<file path="src/pkg/dfa_defines.svh">
// register map, field positions and numeric constants of the datapath
`ifndef DFA_DEFINES_SVH
`define DFA_DEFINES_SVH

// byte addresses on the register bus
`define DFA_ADDR_OPA       8'h00
`define DFA_ADDR_OPB       8'h04
`define DFA_ADDR_OPC       8'h08
`define DFA_ADDR_CMD       8'h0C
`define DFA_ADDR_RES0      8'h10
`define DFA_ADDR_RES1      8'h14
`define DFA_ADDR_RES2      8'h18
`define DFA_ADDR_FLAGS     8'h1C

// flag register layout and command field
`define DFA_FLG_CARRY      0
`define DFA_FLG_OVF        1
`define DFA_FLG_CC         3:2
`define DFA_FLG_BUSY       4
`define DFA_CMD_FIELD      4:0

// condition codes
`define DFA_CC_GREATER     2'h0
`define DFA_COND_LESS_THAN 2'h1
`define DFA_CC_EQUAL       2'h2
`define DFA_CC_RESET       2'h2

// word fields, msb of the word is the documented bit 0
`define DFA_SIGN           15
`define DFA_EXP_HI         14
`define DFA_EXP_LO         6
`define DFA_FRAC_HI        5
`define DFA_HI_BYTE        15:8
`define DFA_LO_BYTE        7:0
`define DFA_BYTE_SEL       0
`define DFA_WORD_ADDR      15:1

// floating point numbers and integer result limits
`define DFA_EXP_BIAS       11'sh100
`define DFA_EXP_MAX        11'sh1FF
`define DFA_HIDDEN         6'h16
`define DFA_HIDDEN_EXP     11'sh016
`define DFA_XLEAD          6'h26
`define DFA_XLEAD_EXP      11'sh026
`define DFA_ALIGN_MAX      9'h018
`define DFA_FIX_TOP        6'h1F
`define DFA_FIX_MAXEXP     11'sh00F
`define DFA_FIX_MINEXP     11'sh7FF
`define DFA_INT_MAX        17'h0_7FFF
`define DFA_INT_MIN_MAG    17'h0_8000
`define DFA_QUO_MAX        32'h0000_7FFF
`define DFA_QUO_MIN_MAG    32'h0000_8000

`endif

</file>
<file path="src/pkg/dfa_pkg.sv">
// shared types of the data-format arithmetic datapath
package dfa_pkg;

	// operation codes written to the command register
	typedef enum logic [4:0] {
		OP_UNSIGNED_ADD      = 5'h00,
		OP_UNSIGNED_SUBTRACT = 5'h01,
		OP_UNSIGNED_MULTIPLY = 5'h02,
		OP_UNSIGNED_DIVIDE   = 5'h03,
		OP_UNSIGNED_COMPARE  = 5'h04,
		OP_SIGNED_ADD        = 5'h05,
		OP_SIGNED_SUBTRACT   = 5'h06,
		OP_SIGNED_MULTIPLY   = 5'h07,
		OP_SIGNED_DIVIDE     = 5'h08,
		OP_WIDENING_MULTIPLY = 5'h09,
		OP_WIDE_DIVIDEND_DIV = 5'h0A,
		OP_FLOAT_SUM         = 5'h0B,
		OP_FLOAT_DIFFERENCE  = 5'h0C,
		OP_FLOAT_PRODUCT     = 5'h0D,
		OP_FLOAT_QUOTIENT    = 5'h0E,
		OP_FLOAT_TO_INT_TRNC = 5'h0F,
		OP_FLOAT_TO_INT_RND  = 5'h10,
		OP_EXT_FLOAT_NORM    = 5'h11,
		OP_BYTE_FETCH        = 5'h12,
		OP_BYTE_STORE        = 5'h13
	} dfa_op_e;

	// sequencer states
	typedef enum logic [0:0] {
		ST_IDLE   = 1'b0,
		ST_DIVIDE = 1'b1
	} dfa_state_e;

endpackage

</file>
<file path="src/hw/dfa_divider.sv">
// restoring unsigned divider, one quotient bit per clock
module dfa_divider #(
	parameter int DW = 48,
	parameter int VW = 24
) (
	input  wire logic          clk,
	input  wire logic          rst,
	input  wire logic          start,
	input  wire logic [DW-1:0] num,
	input  wire logic [VW-1:0] den,
	output logic               done,
	output logic [DW-1:0]      quo,
	output logic [VW-1:0]      rem
);
	localparam int CW = $clog2(DW + 1);

	logic [VW-1:0] part;
	logic [VW-1:0] dsr;
	logic [CW-1:0] cnt;
	logic          busy;
	logic [VW:0]   shifted;
	logic          fits;

	// next partial remainder; zero divisor yields all-ones quotient
	assign shifted = {part, quo[DW-1]};
	assign fits = shifted >= {1'b0, dsr};
	assign rem = part;

	// one trial subtraction per cycle, done pulses after the last
	always_ff @(posedge clk or posedge rst) begin
		if (rst) begin
			part <= '0;
			dsr <= '0;
			quo <= '0;
			cnt <= '0;
			busy <= 1'b0;
			done <= 1'b0;
		end else if (start) begin
			part <= '0;
			dsr <= den;
			quo <= num;
			cnt <= CW'(DW);
			busy <= 1'b1;
			done <= 1'b0;
		end else if (busy) begin
			part <= fits ? VW'(shifted - {1'b0, dsr}) : VW'(shifted);
			quo <= {quo[DW-2:0], fits};
			cnt <= cnt - 1'b1;
			busy <= cnt != CW'(1);
			done <= cnt == CW'(1);
		end else begin
			done <= 1'b0;
		end
	end
endmodule

</file>
<file path="src/hw/dfa_float_unpack.sv">
// splits a floating point value into sign, biased exponent and mantissa
`include "dfa_defines.svh"
module dfa_float_unpack #(
	parameter int FW = 22
) (
	input  wire logic [15:0]   word_hi,
	input  wire logic [FW-7:0] word_lo,
	output logic               sign,
	output logic [8:0]         expo,
	output logic [FW:0]        mant,
	output logic               zero
);
	// only the all-zero pattern is zero; the hidden one is dropped for it
	assign zero = ~|{word_hi, word_lo};
	assign sign = word_hi[`DFA_SIGN];
	assign expo = word_hi[`DFA_EXP_HI:`DFA_EXP_LO];
	assign mant = zero ? '0 : {1'b1, word_hi[`DFA_FRAC_HI:0], word_lo};
endmodule

</file>
<file path="src/hw/dfa_datapath.sv">
// arithmetic and data-format datapath with its APB register file
`include "dfa_defines.svh"
// How it works
// - ascending byte addresses reach the high byte before the low byte
// - unsigned arithmetic treats a word as 0 to 65535
// - unsigned add and subtract leave overflow alone, else match signed
// - unsigned add carry is the carry out of the top bit
// - subtract adds the two's complement; carry set unless B above A
// - unsigned multiply never overflows; carry flags a nonzero high word
// - unsigned divide flags overflow for a too-wide quotient, kept modulo
// - condition code of unsigned results reads the value as signed
// - single words are two's complement with the top bit as sign
// - signed add and subtract flag overflow into sign, carry also set
// - signed multiply and divide leave carry, flag overflow beyond 16 bits
// - doublewords join two words, sign in the more significant word
// - widening multiply clears overflow; carry flags a wide product
// - float word holds sign, nine exponent bits, then fraction
// - float is sign and magnitude with an implied leading one
// - float zero is all zero bits and ignores the implied one
// - float exponent carries a bias of 256
// - float arithmetic and fix flag overflow; fix uses carry for inexact
// - extended float appends sixteen fraction bits as a third word
// - multiword results put the least significant word last, except unsigned multiply which puts it first
module dfa_datapath (
	input  wire logic        SYS_CLK,
	input  wire logic        RESET,
	input  wire logic        PSEL,
	input  wire logic        PENABLE,
	input  wire logic        PWRITE,
	input  wire logic [7:0]  PADDR,
	input  wire logic [31:0] PWDATA,
	output logic [31:0]      PRDATA,
	output logic             PREADY,
	output logic             PSLVERR
);
	logic [15:0]          opa, opb, opc, res0, res1, res2;
	logic                 carry, ovf, addr_ok, apb_wr, start;
	logic [1:0]           cc;
	logic [31:0]          rd_mux, rd_mux_q;
	dfa_pkg::dfa_state_e  state;
	dfa_pkg::dfa_op_e     cmd_op, pend_op;
	logic                 q_neg, r_neg, den_zero, fq_sign;
	logic signed [10:0]   fq_exp;
	// operand views
	logic                 sa, sb, za, zb, xs, xz;
	logic [8:0]           ea, eb, xe;
	logic [22:0]          ma, mb;
	logic [38:0]          xm;
	// next values from the single-cycle operations
	logic [15:0]          next_res0, next_res1, next_res2;
	logic                 next_carry, next_ovf, next_div, next_q_neg;
	logic                 next_r_neg, next_den_zero, next_fq_sign;
	logic [1:0]           next_cc;
	logic signed [10:0]   next_fq_exp;
	logic [47:0]          div_num, div_q;
	logic [23:0]          div_den, div_r;
	logic                 div_done;
	// datapath temporaries
	logic [16:0]          sum17, dif17, fmag;
	logic [31:0]          uprod, fval;
	logic signed [31:0]   sprod;
	logic                 swap, sub_eff, rsign, frnd, finx;
	logic [8:0]           be, ediff;
	logic [22:0]          bm, sm, nm;
	logic [24:0]          al, s25;
	logic [5:0]           lp, fsh;
	logic signed [10:0]   ne, ft;
	logic [32:0]          pk;
	logic [45:0]          fp;
	logic [37:0]          xn;
	// divide finishing values
	logic [15:0]          fin_res0, fin_res1;
	logic                 fin_ovf;
	logic [1:0]           fin_cc;
	logic [31:0]          qmag;
	logic [32:0]          fin_pk;

	// condition code from a result read as a signed word
	function automatic logic [1:0] cc_of(input logic [15:0] v);
		if (v == 16'h0000)
			return `DFA_CC_EQUAL;
		return v[`DFA_SIGN] ? `DFA_COND_LESS_THAN : `DFA_CC_GREATER;
	endfunction

	// condition code of a float from its sign and zero state
	function automatic logic [1:0] fcc(input logic s, input logic z);
		if (z)
			return `DFA_CC_EQUAL;
		return s ? `DFA_COND_LESS_THAN : `DFA_CC_GREATER;
	endfunction

	// index of the highest set bit
	function automatic logic [5:0] lead_one(input logic [63:0] v);
		logic [5:0] p;
		p = 6'h00;
		for (int i = 0; i < 64; i++)
			if (v[i])
				p = 6'(i);
		return p;
	endfunction

	// packs sign, biased exponent and mantissa, top bit is exponent range
	function automatic logic [32:0] fpack(input logic s,
		input logic signed [10:0] e, input logic [22:0] m);
		logic bad;
		bad = (e < 11'sh000) || (e > `DFA_EXP_MAX);
		return {bad, s, e[8:0], m[21:0]};
	endfunction

	// standard operands from a:b and c:res2, extended operand from a, b, c
	dfa_float_unpack #(.FW(22)) u_unpack_a (
		.word_hi (opa),
		.word_lo (opb),
		.sign    (sa),
		.expo    (ea),
		.mant    (ma),
		.zero    (za)
	);
	dfa_float_unpack #(.FW(22)) u_unpack_b (
		.word_hi (opc),
		.word_lo (res2),
		.sign    (sb),
		.expo    (eb),
		.mant    (mb),
		.zero    (zb)
	);
	dfa_float_unpack #(.FW(38)) u_unpack_x (
		.word_hi (opa),
		.word_lo ({opb, opc}),
		.sign    (xs),
		.expo    (xe),
		.mant    (xm),
		.zero    (xz)
	);

	// shared divider serves integer and float quotients
	dfa_divider #(.DW(48), .VW(24)) u_divider (
		.clk   (SYS_CLK),
		.rst   (RESET),
		.start (start & next_div),
		.num   (div_num),
		.den   (div_den),
		.done  (div_done),
		.quo   (div_q),
		.rem   (div_r)
	);

	// zero-wait slave; error only for unmapped addresses
	assign PREADY = 1'b1;
	assign PSLVERR = PSEL & PENABLE & ~addr_ok;
	assign PRDATA = rd_mux_q;
	assign apb_wr = PSEL & PENABLE & PWRITE & addr_ok;
	assign cmd_op = dfa_pkg::dfa_op_e'(PWDATA[`DFA_CMD_FIELD]);
	// commands while a divide runs are dropped, not queued
	assign start = apb_wr && PADDR == `DFA_ADDR_CMD &&
		state == dfa_pkg::ST_IDLE;

	// read decode, narrow registers sit in the low bits
	always_comb begin
		addr_ok = 1'b1;
		rd_mux = 32'h0000_0000;
		case (PADDR)
			`DFA_ADDR_OPA:   rd_mux[15:0] = opa;
			`DFA_ADDR_OPB:   rd_mux[15:0] = opb;
			`DFA_ADDR_OPC:   rd_mux[15:0] = opc;
			`DFA_ADDR_CMD:   rd_mux[`DFA_CMD_FIELD] = pend_op;
			`DFA_ADDR_RES0:  rd_mux[15:0] = res0;
			`DFA_ADDR_RES1:  rd_mux[15:0] = res1;
			`DFA_ADDR_RES2:  rd_mux[15:0] = res2;
			`DFA_ADDR_FLAGS: begin
				rd_mux[`DFA_FLG_CARRY] = carry;
				rd_mux[`DFA_FLG_OVF] = ovf;
				rd_mux[`DFA_FLG_CC] = cc;
				rd_mux[`DFA_FLG_BUSY] = state != dfa_pkg::ST_IDLE;
			end
			default:         addr_ok = 1'b0;
		endcase
	end

	// read data captured in the setup cycle so it stands through access
	always_ff @(posedge SYS_CLK or posedge RESET) begin
		if (RESET)
			rd_mux_q <= 32'h0000_0000;
		else if (PSEL & ~PENABLE & ~PWRITE)
			rd_mux_q <= rd_mux;
	end

	// operand registers
	always_ff @(posedge SYS_CLK or posedge RESET) begin
		if (RESET) begin
			opa <= 16'h0000;
			opb <= 16'h0000;
			opc <= 16'h0000;
		end else if (apb_wr && state == dfa_pkg::ST_IDLE) begin
			if (PADDR == `DFA_ADDR_OPA)
				opa <= PWDATA[15:0];
			if (PADDR == `DFA_ADDR_OPB)
				opb <= PWDATA[15:0];
			if (PADDR == `DFA_ADDR_OPC)
				opc <= PWDATA[15:0];
		end
	end

	// single-cycle operations and divide set-up
	always_comb begin
		next_res0 = res0;
		next_res1 = res1;
		next_res2 = res2;
		next_carry = carry;
		next_ovf = ovf;
		next_cc = cc;
		next_div = 1'b0;
		next_q_neg = q_neg;
		next_r_neg = r_neg;
		next_den_zero = den_zero;
		next_fq_sign = fq_sign;
		next_fq_exp = fq_exp;
		div_num = 48'h0000_0000_0000;
		div_den = 24'h00_0000;
		sum17 = {1'b0, opa} + {1'b0, opb};
		dif17 = {1'b0, opa} + {1'b0, ~opb} + 17'h0_0001;
		uprod = opa * opb;
		sprod = $signed(opa) * $signed(opb);
		sub_eff = sa ^ sb ^ (cmd_op == dfa_pkg::OP_FLOAT_DIFFERENCE);
		swap = {eb, mb} > {ea, ma};
		be = swap ? eb : ea;
		bm = swap ? mb : ma;
		sm = swap ? ma : mb;
		rsign = swap ? sb ^ (cmd_op == dfa_pkg::OP_FLOAT_DIFFERENCE) : sa;
		ediff = swap ? eb - ea : ea - eb;
		al = (ediff > `DFA_ALIGN_MAX) ? 25'h000_0000 : {2'b00, sm} >> ediff;
		s25 = sub_eff ? {2'b00, bm} - al : {2'b00, bm} + al;
		lp = lead_one({39'h0, s25});
		nm = (lp > `DFA_HIDDEN) ? s25[23:1] : 23'(s25 << (`DFA_HIDDEN - lp));
		ne = $signed({2'b00, be}) + $signed({5'h00, lp}) - `DFA_HIDDEN_EXP;
		pk = fpack(rsign, ne, nm);
		fp = ma * mb;
		ft = $signed({2'b00, ea}) - `DFA_EXP_BIAS;
		fval = {ma, 9'h000};
		fsh = `DFA_FIX_TOP - ft[5:0];
		fmag = 17'(fval >> fsh);
		frnd = fval[5'(fsh - 6'h01)];
		finx = |(fval & ~(32'hFFFF_FFFF << fsh));
		xn = 38'(xm[37:0] << (`DFA_XLEAD - lead_one({26'h0, xm[37:0]})));
		case (cmd_op)
			dfa_pkg::OP_UNSIGNED_ADD, dfa_pkg::OP_SIGNED_ADD: begin
				next_res0 = sum17[15:0];
				next_carry = sum17[16];
				next_cc = cc_of(sum17[15:0]);
				if (cmd_op == dfa_pkg::OP_SIGNED_ADD)
					next_ovf = (opa[`DFA_SIGN] == opb[`DFA_SIGN]) &&
						(sum17[`DFA_SIGN] != opa[`DFA_SIGN]);
			end
			dfa_pkg::OP_UNSIGNED_SUBTRACT, dfa_pkg::OP_SIGNED_SUBTRACT: begin
				next_res0 = dif17[15:0];
				next_carry = dif17[16];
				next_cc = cc_of(dif17[15:0]);
				if (cmd_op == dfa_pkg::OP_SIGNED_SUBTRACT)
					next_ovf = (opa[`DFA_SIGN] != opb[`DFA_SIGN]) &&
						(dif17[`DFA_SIGN] != opa[`DFA_SIGN]);
			end
			dfa_pkg::OP_UNSIGNED_COMPARE:
				next_cc = (opa < opb) ? `DFA_COND_LESS_THAN :
					(opa == opb) ? `DFA_CC_EQUAL : `DFA_CC_GREATER;
			dfa_pkg::OP_UNSIGNED_MULTIPLY: begin
				next_res0 = uprod[15:0];
				next_res1 = uprod[31:16];
				next_carry = |uprod[31:16];
				next_cc = cc_of(uprod[15:0]);
			end
			dfa_pkg::OP_SIGNED_MULTIPLY: begin
				next_res0 = sprod[15:0];
				next_ovf = sprod != 32'($signed(sprod[15:0]));
				next_cc = cc_of(sprod[15:0]);
			end
			dfa_pkg::OP_WIDENING_MULTIPLY: begin
				next_res0 = sprod[31:16];
				next_res1 = sprod[15:0];
				next_ovf = 1'b0;
				next_carry = sprod != 32'($signed(sprod[15:0]));
				next_cc = (sprod == 32'h0000_0000) ? `DFA_CC_EQUAL :
					cc_of(sprod[31:16]);
			end
			dfa_pkg::OP_UNSIGNED_DIVIDE: begin
				next_div = 1'b1;
				div_num = {16'h0000, opa, opb};
				div_den = {8'h00, opc};
				next_den_zero = opc == 16'h0000;
			end
			dfa_pkg::OP_SIGNED_DIVIDE: begin
				next_div = 1'b1;
				div_num = {32'h0000_0000,
					opa[`DFA_SIGN] ? 16'(-opa) : opa};
				div_den = {8'h00, opb[`DFA_SIGN] ? 16'(-opb) : opb};
				next_den_zero = opb == 16'h0000;
				next_q_neg = opa[`DFA_SIGN] ^ opb[`DFA_SIGN];
				next_r_neg = opa[`DFA_SIGN];
			end
			dfa_pkg::OP_WIDE_DIVIDEND_DIV: begin
				next_div = 1'b1;
				div_num = {16'h0000, opa[`DFA_SIGN] ?
					32'(-{opa, opb}) : {opa, opb}};
				div_den = {8'h00, opc[`DFA_SIGN] ? 16'(-opc) : opc};
				next_den_zero = opc == 16'h0000;
				next_q_neg = opa[`DFA_SIGN] ^ opc[`DFA_SIGN];
				next_r_neg = opa[`DFA_SIGN];
			end
			dfa_pkg::OP_FLOAT_QUOTIENT: begin
				next_div = 1'b1;
				div_num = {2'b00, ma, 23'h00_0000};
				div_den = {1'b0, mb};
				next_den_zero = zb;
				next_fq_sign = sa ^ sb;
				next_fq_exp = $signed({2'b00, ea}) - $signed({2'b00, eb}) +
					`DFA_EXP_BIAS;
			end
			dfa_pkg::OP_FLOAT_SUM, dfa_pkg::OP_FLOAT_DIFFERENCE: begin
				next_res0 = pk[31:16];
				next_res1 = pk[15:0];
				next_ovf = pk[32];
				next_cc = fcc(rsign, 1'b0);
				if (s25 == 25'h000_0000) begin
					next_res0 = 16'h0000;
					next_res1 = 16'h0000;
					next_ovf = 1'b0;
					next_cc = `DFA_CC_EQUAL;
				end
			end
			dfa_pkg::OP_FLOAT_PRODUCT: begin
				ne = $signed({2'b00, ea}) + $signed({2'b00, eb}) -
					`DFA_EXP_BIAS + $signed({10'h000, fp[45]});
				pk = fpack(sa ^ sb, ne, fp[45] ? fp[45:23] : fp[44:22]);
				next_res0 = (za | zb) ? 16'h0000 : pk[31:16];
				next_res1 = (za | zb) ? 16'h0000 : pk[15:0];
				next_ovf = ~(za | zb) & pk[32];
				next_cc = fcc(sa ^ sb, za | zb);
			end
			dfa_pkg::OP_FLOAT_TO_INT_TRNC, dfa_pkg::OP_FLOAT_TO_INT_RND: begin
				if (ft < `DFA_FIX_MINEXP) begin
					fmag = 17'h0_0000;
					frnd = 1'b0;
					finx = 1'b1;
				end
				if (cmd_op == dfa_pkg::OP_FLOAT_TO_INT_RND)
					fmag = fmag + {16'h0000, frnd};
				if (za) begin
					fmag = 17'h0_0000;
					finx = 1'b0;
				end
				next_ovf = (ft > `DFA_FIX_MAXEXP && !za) || fmag >
					(sa ? `DFA_INT_MIN_MAG : `DFA_INT_MAX);
				next_carry = finx;
				next_res0 = sa ? 16'(-fmag) : fmag[15:0];
				next_cc = cc_of(next_res0);
			end
			dfa_pkg::OP_EXT_FLOAT_NORM: begin
				ne = $signed({2'b00, xe}) +
					$signed({5'h00, lead_one({26'h0, xm[37:0]})}) -
					`DFA_XLEAD_EXP;
				next_res0 = {xs, ne[8:0], xn[37:32]};
				next_res1 = xn[31:16];
				next_res2 = xn[15:0];
				next_ovf = (ne < 11'sh000) || (ne > `DFA_EXP_MAX);
				next_cc = fcc(xs, 1'b0);
				if (xm[37:0] == 38'h0 || xz) begin
					next_res0 = 16'h0000;
					next_res1 = 16'h0000;
					next_res2 = 16'h0000;
					next_ovf = 1'b0;
					next_cc = `DFA_CC_EQUAL;
				end
			end
			dfa_pkg::OP_BYTE_FETCH: begin
				next_res0 = {8'h00, opa[`DFA_BYTE_SEL] ?
					opb[`DFA_LO_BYTE] : opb[`DFA_HI_BYTE]};
				next_res1 = {1'b0, opa[`DFA_WORD_ADDR]};
			end
			dfa_pkg::OP_BYTE_STORE: begin
				next_res0 = opa[`DFA_BYTE_SEL] ?
					{opb[`DFA_HI_BYTE], opc[`DFA_LO_BYTE]} :
					{opc[`DFA_LO_BYTE], opb[`DFA_LO_BYTE]};
				next_res1 = {1'b0, opa[`DFA_WORD_ADDR]};
			end
			default: next_div = 1'b0;
		endcase
	end

	// divide results; carry is never touched here
	always_comb begin
		fin_res0 = res0;
		fin_res1 = res1;
		fin_ovf = ovf;
		fin_cc = cc;
		qmag = div_q[31:0];
		fin_pk = fpack(fq_sign, div_q[23] ? fq_exp : fq_exp - 11'sh001,
			div_q[23] ? div_q[23:1] : div_q[22:0]);
		case (pend_op)
			dfa_pkg::OP_UNSIGNED_DIVIDE: begin
				fin_res0 = div_q[15:0];
				fin_res1 = div_r[15:0];
				fin_ovf = den_zero | (|div_q[47:16]);
				fin_cc = cc_of(div_q[15:0]);
			end
			dfa_pkg::OP_SIGNED_DIVIDE, dfa_pkg::OP_WIDE_DIVIDEND_DIV: begin
				fin_res0 = q_neg ? 16'(-qmag) : qmag[15:0];
				fin_res1 = r_neg ? 16'(-div_r[15:0]) : div_r[15:0];
				fin_ovf = den_zero | (qmag > (q_neg ? `DFA_QUO_MIN_MAG :
					`DFA_QUO_MAX));
				fin_cc = cc_of(fin_res0);
			end
			dfa_pkg::OP_FLOAT_QUOTIENT: begin
				fin_res0 = fin_pk[31:16];
				fin_res1 = fin_pk[15:0];
				fin_ovf = den_zero | fin_pk[32];
				fin_cc = fcc(fq_sign, 1'b0);
				if (!den_zero && div_q == 48'h0000_0000_0000) begin
					fin_res0 = 16'h0000;
					fin_res1 = 16'h0000;
					fin_cc = `DFA_CC_EQUAL;
				end
			end
			default: fin_ovf = ovf;
		endcase
	end

	// sequencer: everything is one cycle except the divides
	always_ff @(posedge SYS_CLK or posedge RESET) begin
		if (RESET)
			state <= dfa_pkg::ST_IDLE;
		else
			case (state)
				dfa_pkg::ST_IDLE:
					if (start && next_div)
						state <= dfa_pkg::ST_DIVIDE;
				dfa_pkg::ST_DIVIDE:
					if (div_done)
						state <= dfa_pkg::ST_IDLE;
				default: state <= dfa_pkg::ST_IDLE;
			endcase
	end

	// divide context held while the divider runs
	always_ff @(posedge SYS_CLK or posedge RESET) begin
		if (RESET) begin
			pend_op <= dfa_pkg::OP_UNSIGNED_ADD;
			q_neg <= 1'b0;
			r_neg <= 1'b0;
			den_zero <= 1'b0;
			fq_sign <= 1'b0;
			fq_exp <= 11'sh000;
		end else if (start) begin
			pend_op <= cmd_op;
			q_neg <= next_q_neg;
			r_neg <= next_r_neg;
			den_zero <= next_den_zero;
			fq_sign <= next_fq_sign;
			fq_exp <= next_fq_exp;
		end
	end

	// result words and indicators; software may preset the indicators
	always_ff @(posedge SYS_CLK or posedge RESET) begin
		if (RESET) begin
			res0 <= 16'h0000;
			res1 <= 16'h0000;
			res2 <= 16'h0000;
			carry <= 1'b0;
			ovf <= 1'b0;
			cc <= `DFA_CC_RESET;
		end else if (start) begin
			res0 <= next_res0;
			res1 <= next_res1;
			res2 <= next_res2;
			carry <= next_carry;
			ovf <= next_ovf;
			cc <= next_cc;
		end else if (state == dfa_pkg::ST_DIVIDE && div_done) begin
			res0 <= fin_res0;
			res1 <= fin_res1;
			ovf <= fin_ovf;
			cc <= fin_cc;
		end else if (apb_wr && state == dfa_pkg::ST_IDLE) begin
			if (PADDR == `DFA_ADDR_RES2)
				res2 <= PWDATA[15:0];
			if (PADDR == `DFA_ADDR_FLAGS) begin
				carry <= PWDATA[`DFA_FLG_CARRY];
				ovf <= PWDATA[`DFA_FLG_OVF];
				cc <= PWDATA[`DFA_FLG_CC];
			end
		end
	end
endmodule

</file>
<file path="config.mk">
export PLATFORM = sky130hd
export DESIGN_NAME = dfa_datapath
export DESIGN_NICKNAME = d
export VERILOG_FILES = /design/src/pkg/dfa_pkg.sv /design/src/hw/dfa_divider.sv /design/src/hw/dfa_float_unpack.sv /design/src/hw/dfa_datapath.sv
export VERILOG_INCLUDE_DIRS = /design/src /design/src/pkg
export SDC_FILE = /design/constraint.sdc
export NUM_CORES = 2
export LEC_CHECK = 0
export BUFFER_PORTS_ARGS = -buffer_cell sky130_fd_sc_hd__buf_2
export CORE_ASPECT_RATIO = 0.5
export CORE_MARGIN = 1.5
export CORE_UTILIZATION = 45
export CTS_CLUSTER_DIAMETER = 30
export DETAILED_ROUTE_END_ITERATION = 16
export GPL_TIMING_DRIVEN = 0
export HOLD_SLACK_MARGIN = 0.12
export PLACE_DENSITY = 0.65
export SLEW_MARGIN = 20
export SYNTH_ARGS = -nofsm -noshare
export SYNTH_HDL_FRONTEND = slang
export SYNTH_HIERARCHICAL = 1
export SYNTH_SLANG_ARGS = --single-unit
</file>
<file path="constraint.sdc">
create_clock -name SYS_CLK -period 19.8 [get_ports SYS_CLK]
set_input_delay 5.94 -clock SYS_CLK [delete_from_list [all_inputs] [get_ports SYS_CLK]]
set_output_delay 5.94 -clock SYS_CLK [all_outputs]
set_load 0.02 [all_outputs]
</file>
* Word level (Yosys, flattened, before mapping)
Index checks and enable logic that the tools add are counted.
** Cells by class
- Add/subtract/negate cells :: 32
- Multipliers :: 3
- $lt $le $gt $ge :: 18
- Eq/ne operators :: 48
- Shifts and indexed selects :: 5
- Multiplexer cells :: 217
- Bitwise gates (word level) :: 24
- Reductions and logical operators :: 74
** Operator list (number)
- $mux W16 :: 27
- $mux W6 :: 62
- $pmux W46 S4 :: 1
- $pmux W16 S11 :: 1
- $logic_not A16 Y1 :: 10
- $reduce_or A32 Y1 :: 4
- $mux W48 :: 2
- $neg A16 Y16 :: 6
- $pmux W16 S3 :: 2
- $pmux W16 S6 :: 1
- $mux W23 :: 4
- $pmux W23 S4 :: 1
- $mux W17 :: 5
- $mux W24 :: 3
- $mux W22 :: 3
- $pmux W11 S6 :: 1
- $mul A16 B16 Y32 :: 2
- $mux W1 :: 58
- $mux W2 :: 28
- $eq A5 B4 Y1 const B :: 11
- $mux W25 :: 2
- $logic_not A48 Y1 :: 1
- $reduce_or A48 Y1 :: 1
- $mul A23 B23 Y46 :: 1
- 99 further kinds :: 184
** Word-level totals
- Register bits :: 241
- Bits of input ports :: 45
- Word-level logic and storage cells :: 444

* Logic depth before layout (Yosys ltp)
- Depth after elaboration :: 47
- Mapped depth :: 60
- Gate-level depth less buffers :: 54

* By module
The synthesis kept the hierarchy.
** Modules (own cells, without submodules)
- dfa_datapath :: instances 1, cells each 7556, area an instance 59659.7 um^2, seq. area each 3429.5 um^2
- dfa_divider :: instances 1, cells each 635, area an instance 5973.2 um^2, seq. area each 2602.5 um^2
- dfa_float_unpack (u_unpack_a ...) :: instances 2, cells each 44, area an instance 254.0 um^2, seq. area each 0.0 um^2
- dfa_float_unpack (u_unpack_x) :: instances 1, cells each 65, area an instance 346.6 um^2, seq. area each 0.0 um^2

* Least setup slack after synthesis
Ideal clock, no wire load.
- Path kind :: input-to-reg
- Start point :: in PWDATA[3]
- End point :: reg ovf
- Data arrival time :: 13131 ps
- Data required time :: 19667 ps
- Path slack :: 6535 ps
- Stages on the path :: 39
- Path buffers :: 2
- Path through :: nor2b_1 > and2_1 > clkbuf_1 > nand2_1 > xnor2_1 > clkbuf_1 > a21oi_1 > xnor2_1 > ha_1 > o21a_1 > o21ai_0 > a21oi_1 > a41oi_1 > o211ai_1 > a31o_2 > a21oi_1 > xnor2_1 > inv_1 > [... 3 more ...] > nand2_4 > xnor2_1 > ha_1 > fa_1 > a21oi_1 > nor2_1 > nor2_1 > o21bai_1 > a21oi_1 > inv_1 > a21oi_1 > nor2_1 > nor2_1 > xnor2_1 > a21oi_1 > nor2_1 > a2111oi_0 > nor2_1
** On the way
- Cells in the longest elaborated chain, start to end :: 34
- Elaborated cells between the ends (all ways) :: 60
- Classes of those cells :: 2 x add/sub; 3 x order compare; 14 x eq/ne; 31 x mux; 1 x bitwise; 9 x reduce/logical
** RTL lines
- start, declared :: line dfa_datapath.sv:31 : input wire logic [31:0] PWDATA,
- $eq A5 B4 Y1 :: line dfa_datapath.sv:224, dfa_datapath.sv:245
- $xor A1 B1 Y1 :: line dfa_datapath.sv:224 : sub_eff = sa ^ sb ^ (cmd_op == dfa_pkg::OP_FLOAT_DIFFERENCE);
- $mux W25 :: line dfa_datapath.sv:232 : s25 = sub_eff ? {2'b00, bm} - al : {2'b00, bm} + al;
- $mux W1 :: line dfa_datapath.sv:97 : if (v[i])
- $mux W6 (23 in series) :: line dfa_datapath.sv:97
- $add A9 B6 Y10 :: line dfa_datapath.sv:235 : ne = $signed({2'b00, be}) + $signed({5'h00, lp}) - `DFA_HIDDEN_EXP;
- $sub A10 B5 Y11 (no line)
- $lt A11 B1 Y1 / $gt A11 B10 Y1 (equally long branches)
- $logic_or A1 B1 Y1 :: line dfa_datapath.sv:106 : bad = (e < 11'sh000) || (e > `DFA_EXP_MAX);
- $mux W1 :: line dfa_datapath.sv:322 : if (s25 == 25'h000_0000) begin
- $pmux W1 S8 :: line dfa_datapath.sv:245 : case (cmd_op)
- $mux W1 :: line dfa_datapath.sv:470 : end else if (start) begin
- end signal, assigned :: line dfa_datapath.sv:475 : ovf <= next_ovf;
- end signal, assigned :: line dfa_datapath.sv:480 : ovf <= fin_ovf;
- end signal, assigned :: line dfa_datapath.sv:487 : ovf <= PWDATA[`DFA_FLG_OVF];
- end, declared :: line dfa_datapath.sv:37 : logic carry, ovf, addr_ok, apb_wr, start;
Parallel ways exist; a longest one is shown, timed or not. The select of a mux whose other input is x is not followed.
A chain may end at the register's enable or synchronous reset.

* Worst setup path in the final report
- Start point :: reg opb[9]
- End point :: reg res0[13]
** On the way
- Elaborated cells between the ends (all ways) :: 113
- Classes of those cells :: 12 x add/sub; 3 x mul; 2 x order compare; 2 x shift; 85 x mux; 2 x bitwise; 7 x reduce/logical
** RTL lines
- start, declared :: line dfa_datapath.sv:36 : logic [15:0] opa, opb, opc, res0, res1, res2;
- start signal, assigned :: line dfa_datapath.sv:198 : opb <= PWDATA[15:0];
- $reduce_or A32 Y1 :: line dfa_float_unpack.sv:14 : assign zero = ~|{word_hi, word_lo};
- $mux W23 (*) :: line dfa_float_unpack.sv:17 : assign mant = zero ? '0 : {1'b1, word_hi[`DFA_FRAC_HI:0], word_lo};
- net ma[9] :: line dfa_datapath.sv:47 : logic [22:0] ma, mb;
- $gt A32 B32 Y1 :: line dfa_datapath.sv:225 : swap = {eb, mb} > {ea, ma};
- $mux W9 / $mux W23 (equally long branches) :: line dfa_datapath.sv:230, dfa_datapath.sv:228
- $gt A9 B5 Y1 (no line) / $shr A23 B9 Y25 (equally long branches)
- $mux W25 :: line dfa_datapath.sv:231 : al = (ediff > `DFA_ALIGN_MAX) ? 25'h000_0000 : {2'b00, sm} >> ediff;
- $add A23 B25 Y25 / $sub A23 B25 Y25 (equally long branches) :: line dfa_datapath.sv:232
- $mux W25 :: line dfa_datapath.sv:232
- $mux W1 :: line dfa_datapath.sv:97
- $mux W6 (23 in series) :: line dfa_datapath.sv:97
- $add A9 B6 Y10 :: line dfa_datapath.sv:235
- $sub A10 B5 Y11 (no line)
- $mux W16 :: line dfa_datapath.sv:322
- $pmux W16 S11 (*) :: line dfa_datapath.sv:245
- $mux W16 (*) :: line dfa_datapath.sv:470
- end signal, assigned :: line dfa_datapath.sv:471 : res0 <= next_res0;
- end signal, assigned :: line dfa_datapath.sv:478 : res0 <= fin_res0;
- end, declared :: line dfa_datapath.sv:36
Mark *: on every way through the listed nets, which the timed path passes. The rest lies on a longest branch. The select of a mux whose other input is x is not followed.

==> results.yml <==
status:
  outcome: "completed"
grt:
  busiest_layer: "met2"
  grt_use_met3_pct: 15.7
  grt_max_degree: 79
  grt.overflow.total: 0
  grt_pass1_vias: 65007
  gr-usage-met2_pct: 65.3
  antenna_found_initial: 47
  grt_use_total_pct: 46.5
  grt_pass1_wl_mm: 495
  met1_usage_pct: 64.1
timing:
  hold_viol_final: 0
  tightestPinTransition_ns: 1.36
  fin_crit_sh_pct: 91.6
  max_clock_freq_mhz: 55.2
  holdWs_ns: 0.489
  finalSetupViolCount: 0
  slew_viol_final: 0
  slew_headroom_pct: 9.39
  finalSetupTns_ns: 0
  skew_ns: 0.0318
  fin_crit_ns: 18.13
  rsz0062_at_grt: "false"
floorplanning:
  core_mm2: 0.146
  die_width_um: 547
  start_util_pct: 45.5
  row_count: 99
  die_h_um: 275
  fp.dieArea_mm2: 0.150
  ioPinCount: 79
cells_and_area:
  syn_to_final_growth_pct: 8.98
  drive_gt1_share_pct: 6.50
  num-nets-final: 9914
  layout.cells.non_filler: 10550
  final_util_pct: 49.6
drt:
  drt_iter0_markers: 9308
  finalWirelength_mm: 355
  routedWlPerCell_um: 33.6
  num_vias: 68453
  via_per_inst: 6.49
  drtPass1Iterations: 7
  antenna_left: 0
  drc: 0
worst_hold_path:
  worst_hold_path_type: "register to register"
  hp-start: "res0[7]"
critical_path:
  crit_start: "opb[9]"
  crit_arrival_ns: 18.60
  crit_type: "register to register"
  crit_slowest_cell: "dfrtp_1"
  crit_top_cell: "fa_1"
  end_kind: "register"
  critPathLaunchType: "register"
  crit_family: "compound AO/OA/AOI/OAI gates"
  critPathBufInv: 11
  cpPeakStageDelay_ns: 1.13
  timing.rr.start: "opb[9]"
  r2r_setup_slack_ns: 1.67
  critPathMaxFanout: 10
  cp_data_required_time_ns: 20.27
clock_tree:
  clockRootBuffer: "clkbuf_16"
  cts_inserted_buffers: 75
  insertion_delay_ns: 0.64
  clockBufferDepth: 3
  cts_setup_buffers: 0
  htree_levels: 3
  tritoncts: "done"
  clkTransAtPathRegs_ns: 0.04
  post_cts_resized: 0
  cts_sinks: 241
  cts_hold_buf: 0
power:
  power_density_mw_per_mm2: 28.1
  peakVddDrop_v: 0.0000536
  p_leak_nw: 33.0
placed_design:
  hpwlAfterDp_mm: 290
  dp.cells: 10385
  io_buffers: 44
  place.gp.congestion: 1.11
yosys:
  synth_cells: 8343
  synth_area_per_cell_um2: 7.97
  synth_area_mm2: 0.0665
  ys_warn_count: 6
run:
  timing.max_cap.violations: 0
==> metal layers <==
layer / wire length (um) / vias up
met5: 221 / -
li1: - / 28354
met3: 49600 / 956
met4: 19200 / 26
met1: 146000 / 34325
met2: 140000 / 4792
==> worst reg2reg max path: cells and delay by family, from the launching register on <==
family | cells | cell delay (ns)
AOI/OAI and AO/OA | 23 | 7.69
xor gates and xnor gates | 2 | 0.89
adders and majority gates | 11 | 5.05
buffers and inverters | 11 | 3.04
DFF | 1 | 1.13
and+or+nand+nor | 1 | 0.15
==> layout make-up <==
class	count	area, um2
Clock inverter	34	547
Inverter	1151	4330
Sequential cell	241	6040
Timing Repair Buffer	56	370
Fill cell	14585	73700
Clock buffer	105	2170
Buffer	628	2810
Antenna cell	25	62.6
Multi-Input combinational cell	6341	53700
Tap cell	1969	2460
==> metrics by stage <==
stage / setup slack, ns / power, mW / instance area (um2)
finish: 1.67 / 2.03 / 72500
global placement: 1.80 / 0.727 / 69200
CTS: 2.43 / 2.02 / 72300
floorplan: 6.54 / 0.624 / 66500
global route: 1.54 / 2.06 / 72400
detailed placement: 2.42 / 0.727 / 69600
==> power breakdown <==
part	total, mW	switching (mW)	internal (mW)
Combinational	0.228	0.170	0.0579
Clock	1.30	0.394	0.905
Sequential	0.506	0.00591	0.501
Total	2.03	0.570	1.46
==> state kept, by name (all words and copies together) (netlist names), 2 cells and up <==
signal	flops
u_divider/quo	48
u_divider/dsr	24
u_divider/rem	24
PRDATA	16
opa	16
opb	16
opc	16
res0	16
res1	16
res2	16
fq_exp	11
u_divider/cnt	6
pend_op	5
cc	2
==> path summary, 6_finish.rpt <==
kind | to | depth (start not counted)
worst max-delay path | res0[13] | 48
worst min-delay path | res0[7] | 2
worst max register to register | res0[13] | 48
worst min register to register | res0[7] | 2
max in group asynchronous | opa[4] | 3
min in group asynchronous | u_divider/rem[22] | 2
==> layout by cell type (no fill, tap or decap), drive strengths merged, types with 99 or more instances in the layout <==
| cell type | count |
|---|---|
| clkbuf | 577 |
| inv | 1140 |
| nor2 | 483 |
| nand3 | 99 |
| nor3 | 177 |
| dfrtp | 240 |
| fa | 813 |
| buf | 203 |
| mux2i | 249 |
| a21oi | 426 |
| ha | 562 |
| xnor2 | 191 |
| nand2 | 1080 |
| and2 | 223 |
| o21ai | 482 |
No activity file was read; power rests on OpenSTA's default activity.
